===== config.mk =====
export PLATFORM = sky130hd
export DESIGN_NAME = etc_top
export DESIGN_NICKNAME = d
export VERILOG_FILES = /design/src/design/etc_pkg.sv /design/src/design/etc_div_if.sv /design/src/design/etc_top.sv /design/src/design/etc_expo_div.sv
export SDC_FILE = /design/constraint.sdc
export NUM_CORES = 2
export LEC_CHECK = 0
export BUFFER_PORTS_ARGS = -buffer_cell sky130_fd_sc_hd__buf_4
export CAP_MARGIN = 10
export CORE_UTILIZATION = 65
export CTS_CLUSTER_SIZE = 10
export DETAILED_ROUTE_END_ITERATION = 7
export PLACE_DENSITY = 0.86
export SYNTH_ARGS = -nofsm -noshare
export SYNTH_HDL_FRONTEND = slang
export SYNTH_SLANG_ARGS = --single-unit

===== constraint.sdc =====
create_clock -name clock_in -period 12.65 [get_ports clock_in]
set_clock_uncertainty 0.15 [all_clocks]
set_input_delay 1.8975 -clock clock_in [delete_from_list [all_inputs] [get_ports clock_in]]
set_output_delay 1.8975 -clock clock_in [all_outputs]
set_load 0.01 [all_outputs]

===== src/design/etc_pkg.sv =====
package etc_pkg;

  // clock and time base
  localparam int unsigned CLK_PERIOD_NS = 10;
  localparam int unsigned NS_PER_US     = 1000;
  localparam int unsigned CYC_PER_US    = NS_PER_US / CLK_PERIOD_NS;
  localparam int unsigned READOUT_US    = 10;
  localparam int unsigned READOUT_CYC   = (READOUT_US * NS_PER_US + CLK_PERIOD_NS - 1) / CLK_PERIOD_NS;

  // field widths
  localparam int unsigned MULT_W  = 12;
  localparam int unsigned STEP_W  = 20;
  localparam int unsigned ABS_W   = 32;
  localparam int unsigned CNT_W   = 40;
  localparam int unsigned ADDR_W  = 8;
  localparam int unsigned DATA_W  = 32;

  localparam logic [MULT_W-1:0] MULT_MIN = 12'h001;
  localparam logic [MULT_W-1:0] MULT_MAX = 12'hFFF;

  // register byte offsets
  localparam logic [ADDR_W-1:0] OFS_CTRL      = 8'h00;
  localparam logic [ADDR_W-1:0] OFS_MULT      = 8'h04;
  localparam logic [ADDR_W-1:0] OFS_STEP      = 8'h08;
  localparam logic [ADDR_W-1:0] OFS_ABS       = 8'h0C;
  localparam logic [ADDR_W-1:0] OFS_PERIOD    = 8'h10;
  localparam logic [ADDR_W-1:0] OFS_STATUS    = 8'h14;
  localparam logic [ADDR_W-1:0] OFS_SOFT_TRIG = 8'h18;
  localparam logic [ADDR_W-1:0] OFS_FRAMES    = 8'h1C;

  // control register bits
  localparam int unsigned CTRL_LEGACY   = 0;
  localparam int unsigned CTRL_ACQ_ON   = 1;
  localparam int unsigned CTRL_FRAME_ON = 2;
  localparam int unsigned CTRL_RATE_EN  = 3;
  localparam int unsigned CTRL_FALLING  = 4;
  localparam int unsigned CTRL_RUN      = 5;
  localparam int unsigned CTRL_ORIGIN   = 6;
  localparam int unsigned CTRL_W        = 7;
  localparam logic [CTRL_W-1:0] CTRL_RST = 7'h01;

  // soft trigger bits
  localparam int unsigned SOFT_ACQ   = 0;
  localparam int unsigned SOFT_FRAME = 1;

  // status bits
  localparam int unsigned STAT_BUSY = 3;

  localparam logic [MULT_W-1:0] MULT_RST   = 12'h064;
  localparam logic [STEP_W-1:0] STEP_RST   = 20'h00014;
  localparam logic [DATA_W-1:0] PERIOD_RST = 32'h00008235;

  typedef enum logic [2:0] {
    ETC_IDLE,
    ETC_WAIT_ACQ,
    ETC_WAIT_FRAME,
    ETC_EXPOSE,
    ETC_READOUT
  } etc_state_t;

endpackage


===== src/design/etc_div_if.sv =====
`timescale 1ns/1ps
interface etc_div_if;
  import etc_pkg::*;
  logic              start;
  logic [ABS_W-1:0]  dividend;
  logic [STEP_W-1:0] divisor;
  logic              busy;
  logic              done;
  logic [MULT_W-1:0] mult;

  modport client (output start, output dividend, output divisor, input busy, input done, input mult);
  modport server (input start, input dividend, input divisor, output busy, output done, output mult);
endinterface // etc_div_if


===== src/design/etc_top.sv =====
// Local design decisions: the register addresses and the plain strobed port.
`timescale 1ns/1ps
// Functional notes
// absolute exposure is written in microseconds, one microsecond per step
// writing absolute exposure recomputes the multiplier for the current step unit
// software should request whole multiples of the step unit
// unreachable absolute values are replaced by the nearest achievable duration
// writing multiplier or step updates the readable absolute exposure
// legacy mode has no acquisition-start trigger stage
// in legacy mode the per-frame trigger behaves as standard frame-start
// acquisition control comes up in legacy mode after reset
// continuous run with both triggers off generates all triggers internally
// free run paces frames at the target frame period unless slower
// with rate control disabled frames run as fast as allowed
// acquisition-start trigger off means internal acquisition-start triggers
// frame-start trigger on needs one external trigger per frame
// selected edge on input pin one starts a frame acquisition
// each acquired frame is forwarded downstream after exposure and readout
// exposure duration is multiplier times step unit
// multiplier writes outside 1 to 4095 are ignored
// frame triggers count only while waiting for a frame trigger
// trigger pin is synchronised; one event per qualifying edge
// exposure is timed in clock ticks from the accepted frame trigger
module etc_top
  import etc_pkg::*;
#(
  parameter int unsigned READOUT_CYCLES = READOUT_CYC
) (
  input  wire logic              clock_in,
  input  wire logic              resetn_in,
  input  wire logic [ADDR_W-1:0] addr_in,
  input  wire logic [DATA_W-1:0] wr_data_in,
  input  wire logic              wr_en_in,
  input  wire logic              rd_en_in,
  output logic      [DATA_W-1:0] rd_data_out,
  input  wire logic              trig_pin_in,
  output logic                   exposing_out,
  output logic                   frame_valid_out,
  output logic                   wait_frame_out
);

  function automatic logic [CNT_W-1:0] us_to_cycles(input logic [ABS_W-1:0] us);
    us_to_cycles = CNT_W'({8'h00, us} * CNT_W'(CYC_PER_US));
  endfunction

  // ---------------------------------------------------------------- registers
  logic [CTRL_W-1:0] ctrl_q;
  logic [STEP_W-1:0] step_q;
  logic [MULT_W-1:0] mult_q;
  logic [DATA_W-1:0] period_q;
  logic [DATA_W-1:0] frames_q;
  logic [DATA_W-1:0] rd_data_q;
  logic              soft_acq_q;
  logic              soft_frame_q;
  logic              div_wait_q;

  etc_div_if div_bus ();

  etc_expo_div u_div (
    .clock_in  (clock_in),
    .resetn_in (resetn_in),
    .div       (div_bus)
  );

  wire wr_ctrl   = wr_en_in && addr_in == OFS_CTRL;
  wire wr_mult   = wr_en_in && addr_in == OFS_MULT;
  wire wr_step   = wr_en_in && addr_in == OFS_STEP;
  wire wr_abs    = wr_en_in && addr_in == OFS_ABS;
  wire wr_period = wr_en_in && addr_in == OFS_PERIOD;
  wire wr_soft   = wr_en_in && addr_in == OFS_SOFT_TRIG;

  // multiplier range check before accepting
  wire mult_ok = wr_data_in[MULT_W-1:0] >= MULT_MIN && wr_data_in[DATA_W-1:MULT_W] == '0;
  wire step_ok = wr_data_in[STEP_W-1:0] != '0 && wr_data_in[DATA_W-1:STEP_W] == '0;

  // absolute view is always the product, so it tracks raw writes for free
  wire [ABS_W-1:0] abs_val = ABS_W'({{STEP_W{1'b0}}, mult_q} * {{MULT_W{1'b0}}, step_q});

  // divider started on an absolute write; result rounds to nearest step
  assign div_bus.start    = wr_abs;
  assign div_bus.dividend = wr_data_in;
  assign div_bus.divisor  = step_q;

  always_ff @(posedge clock_in or negedge resetn_in) begin
    if (!resetn_in) begin
      ctrl_q     <= CTRL_RST;
      step_q     <= STEP_RST;
      mult_q     <= MULT_RST;
      period_q   <= PERIOD_RST;
      div_wait_q <= 1'b0;
    end else begin
      if (wr_ctrl)
        ctrl_q <= wr_data_in[CTRL_W-1:0];
      if (wr_step && step_ok)
        step_q <= wr_data_in[STEP_W-1:0];
      if (wr_period)
        period_q <= wr_data_in;
      if (wr_abs)
        div_wait_q <= 1'b1;
      else if (wr_mult || wr_step)
        div_wait_q <= 1'b0;
      else if (div_bus.done)
        div_wait_q <= 1'b0;
      // a later raw write overrides a pending absolute conversion
      if (wr_mult && mult_ok)
        mult_q <= wr_data_in[MULT_W-1:0];
      else if (div_bus.done && div_wait_q)
        mult_q <= div_bus.mult;
    end
  end

  // --------------------------------------------------------- trigger pin sync
  logic [2:0] sync_q;
  logic       pin_lvl_q;

  always_ff @(posedge clock_in or negedge resetn_in) begin
    if (!resetn_in) begin
      sync_q    <= 3'h0;
      pin_lvl_q <= 1'b0;
    end else begin
      sync_q <= {sync_q[1:0], trig_pin_in};
      if (sync_q[1] == sync_q[2])
        pin_lvl_q <= sync_q[2];
    end
  end

  wire pin_changed = sync_q[1] == sync_q[2] && sync_q[2] != pin_lvl_q;
  wire pin_edge    = pin_changed && (sync_q[2] != ctrl_q[CTRL_FALLING]);

  // --------------------------------------------------------- trigger selection
  wire legacy    = ctrl_q[CTRL_LEGACY];
  wire acq_on    = ctrl_q[CTRL_ACQ_ON] && !legacy;
  wire frame_on  = ctrl_q[CTRL_FRAME_ON];
  wire rate_en   = ctrl_q[CTRL_RATE_EN];
  wire run       = ctrl_q[CTRL_RUN];
  wire from_pin  = !ctrl_q[CTRL_ORIGIN];

  wire soft_acq_hit   = wr_soft && wr_data_in[SOFT_ACQ];
  wire soft_frame_hit = wr_soft && wr_data_in[SOFT_FRAME];

  // external frame trigger source: pin edge or software command
  wire ext_frame = from_pin ? pin_edge : soft_frame_hit;

  etc_state_t        state_q;
  etc_state_t        state_d;
  logic [CNT_W-1:0]  tick_q;
  logic [CNT_W-1:0]  pace_q;
  logic              exposing_q;
  logic              frame_valid_q;
  logic              wait_frame_q;

  // frame pacing counts from each frame start; saturates so a long idle never wraps
  wire [CNT_W-1:0] period_cyc = us_to_cycles(period_q);
  wire             pace_ok    = !rate_en || pace_q >= period_cyc;
  wire [CNT_W-1:0] expo_cyc   = us_to_cycles(abs_val);

  wire acq_go   = !acq_on || soft_acq_q;
  wire frame_go = frame_on ? ext_frame : pace_ok;
  wire tick_end = tick_q <= CNT_W'(1);

  always_comb begin
    state_d = state_q;
    unique case (state_q)
      ETC_IDLE: begin
        if (run)
          state_d = legacy ? ETC_WAIT_FRAME : ETC_WAIT_ACQ;
      end
      ETC_WAIT_ACQ: begin
        if (!run)
          state_d = ETC_IDLE;
        else if (acq_go)
          state_d = ETC_WAIT_FRAME;
      end
      ETC_WAIT_FRAME: begin
        if (!run)
          state_d = ETC_IDLE;
        else if (frame_go)
          state_d = ETC_EXPOSE;
      end
      ETC_EXPOSE: begin
        if (tick_end)
          state_d = ETC_READOUT;
      end
      ETC_READOUT: begin
        if (tick_end)
          state_d = ETC_WAIT_FRAME;
      end
      // three spare codes of the state word fall back to idle
      default: state_d = ETC_IDLE;
    endcase
  end

  wire frame_start = state_q == ETC_WAIT_FRAME && state_d == ETC_EXPOSE;
  wire frame_end   = state_q == ETC_READOUT && tick_end;

  always_ff @(posedge clock_in or negedge resetn_in) begin
    if (!resetn_in) begin
      state_q <= ETC_IDLE;
    end else begin
      state_q <= state_d;
    end
  end

  // one software acquisition-start command is held until the stage consumes it or run is cleared
  always_ff @(posedge clock_in or negedge resetn_in) begin
    if (!resetn_in) begin
      soft_acq_q <= 1'b0;
    end else if (soft_acq_hit) begin
      soft_acq_q <= 1'b1;
    end else if (state_q == ETC_WAIT_ACQ || !run) begin
      soft_acq_q <= 1'b0;
    end
  end

  // exposure and readout share one down counter
  always_ff @(posedge clock_in or negedge resetn_in) begin
    if (!resetn_in) begin
      tick_q <= '0;
    end else if (frame_start) begin
      tick_q <= expo_cyc;
    end else if (state_q == ETC_EXPOSE && tick_end) begin
      tick_q <= CNT_W'(READOUT_CYCLES);
    end else if (tick_q != '0) begin
      tick_q <= tick_q - CNT_W'(1);
    end
  end

  always_ff @(posedge clock_in or negedge resetn_in) begin
    if (!resetn_in) begin
      pace_q <= '0;
    end else if (frame_start) begin
      pace_q <= CNT_W'(1);
    end else if (pace_q != {CNT_W{1'b1}}) begin
      pace_q <= pace_q + CNT_W'(1);
    end
  end

  always_ff @(posedge clock_in or negedge resetn_in) begin
    if (!resetn_in) begin
      exposing_q    <= 1'b0;
      frame_valid_q <= 1'b0;
      wait_frame_q  <= 1'b0;
      frames_q      <= '0;
    end else begin
      exposing_q    <= state_d == ETC_EXPOSE;
      frame_valid_q <= frame_end;
      wait_frame_q  <= state_d == ETC_WAIT_FRAME;
      if (frame_end)
        frames_q <= frames_q + 32'h00000001;
    end
  end

  // ------------------------------------------------------------ register read
  logic [DATA_W-1:0] rd_mux;

  always_comb begin
    rd_mux = '0;
    unique case (addr_in)
      OFS_CTRL:   rd_mux = {{(DATA_W-CTRL_W){1'b0}}, ctrl_q};
      OFS_MULT:   rd_mux = {{(DATA_W-MULT_W){1'b0}}, mult_q};
      OFS_STEP:   rd_mux = {{(DATA_W-STEP_W){1'b0}}, step_q};
      OFS_ABS:    rd_mux = abs_val;
      OFS_PERIOD: rd_mux = period_q;
      OFS_STATUS: rd_mux = {{(DATA_W-4){1'b0}}, div_wait_q, state_q};
      OFS_FRAMES: rd_mux = frames_q;
      default:    rd_mux = '0;
    endcase
  end

  // read data stands only in the cycle after the strobe
  always_ff @(posedge clock_in or negedge resetn_in) begin
    if (!resetn_in) begin
      rd_data_q <= '0;
    end else begin
      rd_data_q <= rd_en_in ? rd_mux : '0;
    end
  end

  assign rd_data_out     = rd_data_q;
  assign exposing_out    = exposing_q;
  assign frame_valid_out = frame_valid_q;
  assign wait_frame_out  = wait_frame_q;

endmodule // etc_top


===== src/design/etc_expo_div.sv =====
`timescale 1ns/1ps
module etc_expo_div
  import etc_pkg::*;
(
  input wire logic clock_in,
  input wire logic resetn_in,
  etc_div_if.server div
);

  logic [STEP_W:0]   rem_q;
  logic [ABS_W-1:0]  quot_q;
  logic [5:0]        cnt_q;
  logic              busy_q;
  logic              done_q;
  logic [MULT_W-1:0] mult_q;

  wire  [STEP_W:0]   trial   = {rem_q[STEP_W-1:0], quot_q[ABS_W-1]};
  wire               fits    = trial >= {1'b0, div.divisor};
  wire  [STEP_W:0]   rem_nx  = fits ? trial - {1'b0, div.divisor} : trial;
  // round to nearest: half a step or more rounds up
  wire               round_up = {rem_q, 1'b0} >= {2'b00, div.divisor};
  wire  [ABS_W:0]    rounded  = {1'b0, quot_q} + {{ABS_W{1'b0}}, round_up};
  wire               too_big  = |rounded[ABS_W:MULT_W];
  wire               too_small = rounded[MULT_W-1:0] < MULT_MIN;
  wire  [MULT_W-1:0] clamped  = too_big ? MULT_MAX : (too_small ? MULT_MIN : rounded[MULT_W-1:0]);

  always_ff @(posedge clock_in or negedge resetn_in) begin
    if (!resetn_in) begin
      rem_q  <= '0;
      quot_q <= '0;
      cnt_q  <= '0;
      busy_q <= 1'b0;
      done_q <= 1'b0;
      mult_q <= MULT_RST;
    end else begin
      done_q <= 1'b0;
      if (div.start) begin
        // a new request aborts any division still running
        rem_q  <= '0;
        quot_q <= div.dividend;
        cnt_q  <= 6'(ABS_W);
        busy_q <= 1'b1;
      end else if (busy_q && cnt_q != 6'h00) begin
        rem_q  <= rem_nx;
        quot_q <= {quot_q[ABS_W-2:0], fits};
        cnt_q  <= cnt_q - 6'h01;
      end else if (busy_q) begin
        mult_q <= clamped;
        busy_q <= 1'b0;
        done_q <= 1'b1;
      end
    end
  end

  assign div.busy = busy_q;
  assign div.done = done_q;
  assign div.mult = mult_q;

endmodule // etc_expo_div


After elaboration in Yosys (flattened, before gate mapping)
Cells that the tools add are included. W data, S select, Z words.

Add/subtract/negate cells: 6. Multiply operators: 3. Magnitude comparators: 6. Equal/unequal tests: 18. Mux-type cells: 39. Bitwise logic cells: 2. Reductions and logical operators: 43.

Operators with widths (count): $pmux W32 S7 (1); $mux W40 (5); $mux W32 (3); $mul A32 B5 Y37 const B (2); $mux W21 (3); $mux W12 (4); $add A40 B1 Y40 const B (1); $ge A40 B39 Y1 (1); $le A40 B1 Y1 const B (1); $ne A40 B40 Y1 const B (1); $reduce_bool A40 Y1 (1); $sub A40 B1 Y40 const B (1); $add A32 B1 Y33 (1); $add A32 B1 Y32 const B (1); $eq A8 B5 Y1 const B (4); $mul A12 B20 Y32 (1); $ge A22 B20 Y1 (1); $ge A21 B20 Y1 (1); $mux W3 (7); $reduce_or A21 Y1 (1); $sub A21 B20 Y21 (1); $logic_and A1 B1 Y1 (20); $logic_not A20 Y1 (1); $reduce_bool A20 Y1 (1); other kinds (25) (53).

Bits in registers: 300. Bits of input ports: 45. Output and inout port bits: 35. Logic and storage cells: 139.

Depth between registers and ports, before layout
Depth in word-level cells: 11. Depth in mapped cells: 38. Depth with buffers taken out: 37.

Hierarchy
A second synthesis with hierarchy kept.

Cells, all modules: 3501. Area total of the unflattened synthesis: 31159.9 µm².

By module, submodules not included: etc_top (instances 1, cells an instance 2844, area each 25748.4 µm², seq. area each 5695.5 µm²); etc_expo_div (instances 1, cells an instance 657, area each 5411.4 µm², seq. area each 1830.5 µm²).

Least setup slack after synthesis
OpenSTA, ideal clock, no wires.

Kind: reg-to-reg. From: reg step_q[2], in the netlist div_bus.divisor[2]. To: reg tick_q[38]. Library setup time: 0.141 ns. Arrival time: 8.485 ns. Data required time: 12.359 ns. Path slack: 3.874 ns. Stages on the path, launching flop included: 35. Path buffers: 1. Clock period less this slack: 8.776 ns. Cell sequence: dfstp_2 clkbuf_1 nand2_1 fa_1 fa_1 inv_1 fa_1 fa_1 inv_1 fa_1 inv_1 ha_1 a21oi_1 inv_1 o41ai_1 o311ai_1 a31o_2 a21oi_1 xnor2_1 ha_1 ha_1 inv_1 fa_1 inv_1 ha_1 o21a_1 o21ai_0 nand2b_1 a21oi_1 a21oi_1 a221oi_1 o21ai_1 o41ai_1 xor2_1 mux2i_1.

Cells in the longest elaborated chain, start to end: 3.

Ends and longest elaborated chain: start: declaration (line etc_top.sv:48) `logic [STEP_W-1:0] step_q;`; start signal: assignment (line etc_top.sv:95) `step_q <= wr_data_in[STEP_W-1:0];`; $mul A12 B20 Y32 (line etc_top.sv:77) `wire [ABS_W-1:0] abs_val = ABS_W'({{STEP_W{1'b0}}, mult_q} * {{MULT_W{1'b0}}, step_q});`; $mul A32 B5 Y37 (line etc_top.sv:43) `us_to_cycles = CNT_W'({8'h00, us} * CNT_W'(CYC_PER_US));`; $mux W40 (line etc_top.sv:219) `end else if (frame_start) begin`; end signal: assignment (line etc_top.sv:220) `tick_q <= expo_cyc;`; end signal: assignment (line etc_top.sv:222) `tick_q <= CNT_W'(READOUT_CYCLES);`; end signal: assignment (line etc_top.sv:224) `tick_q <= tick_q - CNT_W'(1);`; end: declaration (line etc_top.sv:146) `logic [CNT_W-1:0] tick_q;`.

No other way between the ends. A chain may end at the register's enable or synchronous reset.

Worst setup path after layout
From: reg mult_q[11]. To: reg tick_q[38].

Cells in the longest elaborated chain, start to end: 3.

Ends and longest elaborated chain: start: declaration (line etc_top.sv:49) `logic [MULT_W-1:0] mult_q;`; start signal: assignment (line etc_top.sv:106) `mult_q <= wr_data_in[MULT_W-1:0];`; start signal: assignment (line etc_top.sv:108) `mult_q <= div_bus.mult;`; $mul A12 B20 Y32 (line etc_top.sv:77); $mul A32 B5 Y37 (line etc_top.sv:43); $mux W40 (line etc_top.sv:219).

No other way between the ends.

==> qor.csv <==
metric,value,unit
result of the run,finished clean,
footprint of the multi-input gates,20700,µm²
unrepaired setup endpoints after global routing,false,
TritonRoute pass-1 iters,8,
TritonCTS clock tree,built,
Core ar.,46500,µm²
Seq. cell area,7530,µm²
Pwr per Cell Area,113,nW/µm²
Final Cycle Share,79.9,%
crit end category,flip-flop,
post-CTS setup buffer count,0,
number of placed I/O pins,80,
CTS Root Buffer Type,sky130_fd_sc_hd__clkbuf_16,
"final std cell area, no fill",32800,µm²
final hold violations,0,
total number of placement rows,79,
"Slew Viols, Final",0,
First DRT Iteration DRCs,2749,
layout cells sized above 1,8.00,%
H-tree levels,2,
count of filler cells inserted in the layout,3432,
post-cts sizing count,0,
post-synthesis to final-layout area growth,7.19,%
Max clock buf depth,3,
final hold slack,0.213,ns
Worst Hold Class,reg2reg,
number of buffers created by CTS,38,
fraction of the yosys area taken by sequential cells,24.6,%
routed vias,24900,
Worst Path Arrival,10.38,ns
summed negative setup slack over all endpoints,0,ns
average cell area after synthesis,9.00,µm²
CP Max Fanout,22,
worst reg-to-reg path cell count,33,
maximum clock frequency,0.0990,GHz
# setup viols final,0,
number of cells traversed by the worst hold path,0,
instance count of the mapped netlist,3396,
"most common cell after layout, fill and taps aside",sky130_fd_sc_hd__inv_1,
# clock sinks,300,
die footprint,47900,µm²
sort of element at the start of the critical path,flip-flop,
"number of placed instances, taps included",3969,
most frequent cells in the layout,"489 x sky130_fd_sc_hd__inv_1, 341 x sky130_fd_sc_hd__nand2_1, 336 x sky130_fd_sc_hd__ha_1",
mapped cell area,30600,µm²
Leakage Power,16.6,nW
Synth Net Count,4012,
count of input and output buffers,79,
via count of the first global-routing pass,24900,
count of yosys warnings during synthesis,0,
floorplan die height,219,µm
Clock Latency Late Sink,0.58,ns
crit-path max cell delay,0.85,ns
number of nets at the end of the flow,4018,
R2R Path Start,mult_q[11],
"Reg clk slew, reported paths",0.06,ns
Max IR drop VDD,202,µV
number of max-cap violations,0,
count of distinct cell types in the synthesized netlist,88,
"Slowest-stage cell, CP",sky130_fd_sc_hd__dfrtp_1,
quantity of hold-fixing buffers added after cts,0,
total routing resource utilization after global routing,34.3,%
global route overflow,0,
"Cell Count, Final, Fillers Out",4034,
remaining max-slew budget at the tightest pin,25.1,%
total placed instance area,31600,µm²
post-route ant nets,0,
half-perimeter wire length after detailed placement,59800,µm
"Endpoint, Worst Hold",sync_q[1],
Initial Util,65.8,%
Post-synth EDFFs,0,
post-route minimum period,10.10,ns
average wire length per cell after detail routing,19.7,µm
type of the worst setup path,reg2reg,
antenna violations before repair,1,
Via-to-Cell Ratio,6.17,
global-route wire length before repair,129000,µm
endpoint of the worst register-to-register path,tick_q[38],
ant diodes,0,
overall power of the completed layout,3.70,mW
register bit count reported by yosys,300,
worst endpoint required time,12.92,ns
"reg-to-reg slack, setup",2.55,ns
overall routed net length,79600,µm
Async SR Flop Fraction,100,%
Worst Hold Launch,sync_q[0],
last weighted congestion value of the routability-driven placer,0.963,
flip-flop cell with the highest count after synthesis,sky130_fd_sc_hd__dfrtp_1,
DRC violations left,0,
width of the die,219,µm
transition at the pin with the smallest max-transition slack,1.12,ns
pin count of the biggest net entering global routing,88,
synthesized netlist by cell type, types with 19 or more instances:
cell | number | area share, %
sky130_fd_sc_hd__xor2_1 | 113 | 3.2
sky130_fd_sc_hd__dfrtp_1 | 285 | 23
sky130_fd_sc_hd__a21o_1 | 67 | 1.6
sky130_fd_sc_hd__o21a_1 | 19 | 0.47
sky130_fd_sc_hd__a222oi_1 | 27 | 0.88
sky130_fd_sc_hd__nor3_1 | 52 | 0.85
sky130_fd_sc_hd__mux2i_1 | 53 | 1.7
sky130_fd_sc_hd__mux2_2 | 71 | 2.6
sky130_fd_sc_hd__nor4_1 | 21 | 0.43
sky130_fd_sc_hd__inv_1 | 489 | 6.0
sky130_fd_sc_hd__o21ai_0 | 110 | 1.8
sky130_fd_sc_hd__and3_1 | 48 | 0.98
sky130_fd_sc_hd__a21oi_1 | 219 | 3.6
sky130_fd_sc_hd__xnor2_1 | 114 | 3.3
sky130_fd_sc_hd__nand2_1 | 342 | 4.2
sky130_fd_sc_hd__ha_1 | 336 | 14
sky130_fd_sc_hd__fa_1 | 235 | 15
sky130_fd_sc_hd__nor2_1 | 218 | 2.7
sky130_fd_sc_hd__and2_1 | 77 | 1.6
sky130_fd_sc_hd__nand3_1 | 71 | 1.2
sky130_fd_sc_hd__nand4_1 | 24 | 0.49
sky130_fd_sc_hd__clkbuf_1 | 109 | 1.3
sky130_fd_sc_hd__nor2b_1 | 27 | 0.55
sky130_fd_sc_hd__nand2b_1 | 22 | 0.45
critical path: cells and delay by family (launching register included):
| family | cells | cell delay [ns] |
|---|---|---|
| fa+ha+maj | 10 | 4.45 |
| xor+xnor | 2 | 0.43 |
| mux | 1 | 0.08 |
| simple gates | 2 | 0.25 |
| buf+inv | 6 | 0.33 |
| flops | 1 | 0.85 |
| compound gates | 12 | 3.40 |
metrics by stage:
step / utilization, % / worst slack, ns
global route: 70.5 / 2.01
global placement: 68.0 / 2.98
finish: 70.5 / 2.55
floorplan: - / 3.87
CTS: 70.5 / 2.70
detailed placement: 68.0 / 2.78
cell type report:
cell class              instances  area share (%)
flip-flops and latches        300            23.0
repair buffers                 95            2.20
multi-input cells            2478            63.3
inverters                     489            5.60
clock inverters                 8           0.481
well taps                     607            2.32
clock buffers                  57            3.18
where the power goes:
| group | internal [mW] | switching [mW] | total, mW |
|---|---|---|---|
| Clock | 0.633 | 0.435 | 1.07 |
| Combinational | 0.558 | 0.686 | 1.24 |
| Sequential | 1.14 | 0.243 | 1.38 |
| Total | 2.33 | 1.36 | 3.70 |
per-layer routing:
metal | GRT usage, % | vias to the layer above | share of wire (%)
met3 | 7.84 | 268 | 10
li1 | - | 11400 | -
met5 | 0 | - | 0.016
met1 | 44.4 | 12000 | 39
met2 | 54.1 | 1247 | 45
met4 | 16.9 | 2 | 5.1
worst max-delay path by stage:
| stage | startpoint | to | slack [ns] | cells after the start |
|---|---|---|---|---|
| floorplan | div_bus.divisor[2] | tick_q[38] | 3.87 | 34 |
| global placement | mult_q[11] | tick_q[38] | 2.98 | 33 |
| detailed placement | mult_q[11] | tick_q[38] | 2.78 | 33 |
| CTS | mult_q[11] | tick_q[38] | 2.70 | 33 |
| global route | mult_q[11] | tick_q[38] | 2.01 | 33 |
| finish | mult_q[11] | tick_q[38] | 2.55 | 33 |
sequential cells by signal, indices dropped and copies added (netlist names):
signal / flops
div_wait_q: 1
pin_lvl_q: 1
u_div.div.busy: 1
soft_acq_q: 1
u_div.div.mult: 12
frame_valid_out: 1
u_div.quot_q: 32
period_q: 32
u_div.cnt_q: 6
u_div.div.done: 1
pace_q: 40
ctrl_q: 7
u_div.rem_q: 21
wait_frame_out: 1
frames_q: 32
sync_q: 3
state_q: 3
mult_q: 12
div_bus.divisor: 20
tick_q: 40
exposing_out: 1
rd_data_out: 32
cell families (layout without fill, tap and decap cells):
group | Yosys count | count (layout) | share of synthesized area (%)
compound gates | 576 | 576 | 11.9
buf+inv | 618 | 649 | 7.68
simple gates | 977 | 977 | 15.6
flops | 300 | 300 | 24.6
xor+xnor | 227 | 227 | 6.50
mux | 126 | 126 | 4.50
fa+ha+maj | 572 | 572 | 29.2
Note: power is estimated with default switching activity, not from simulation.
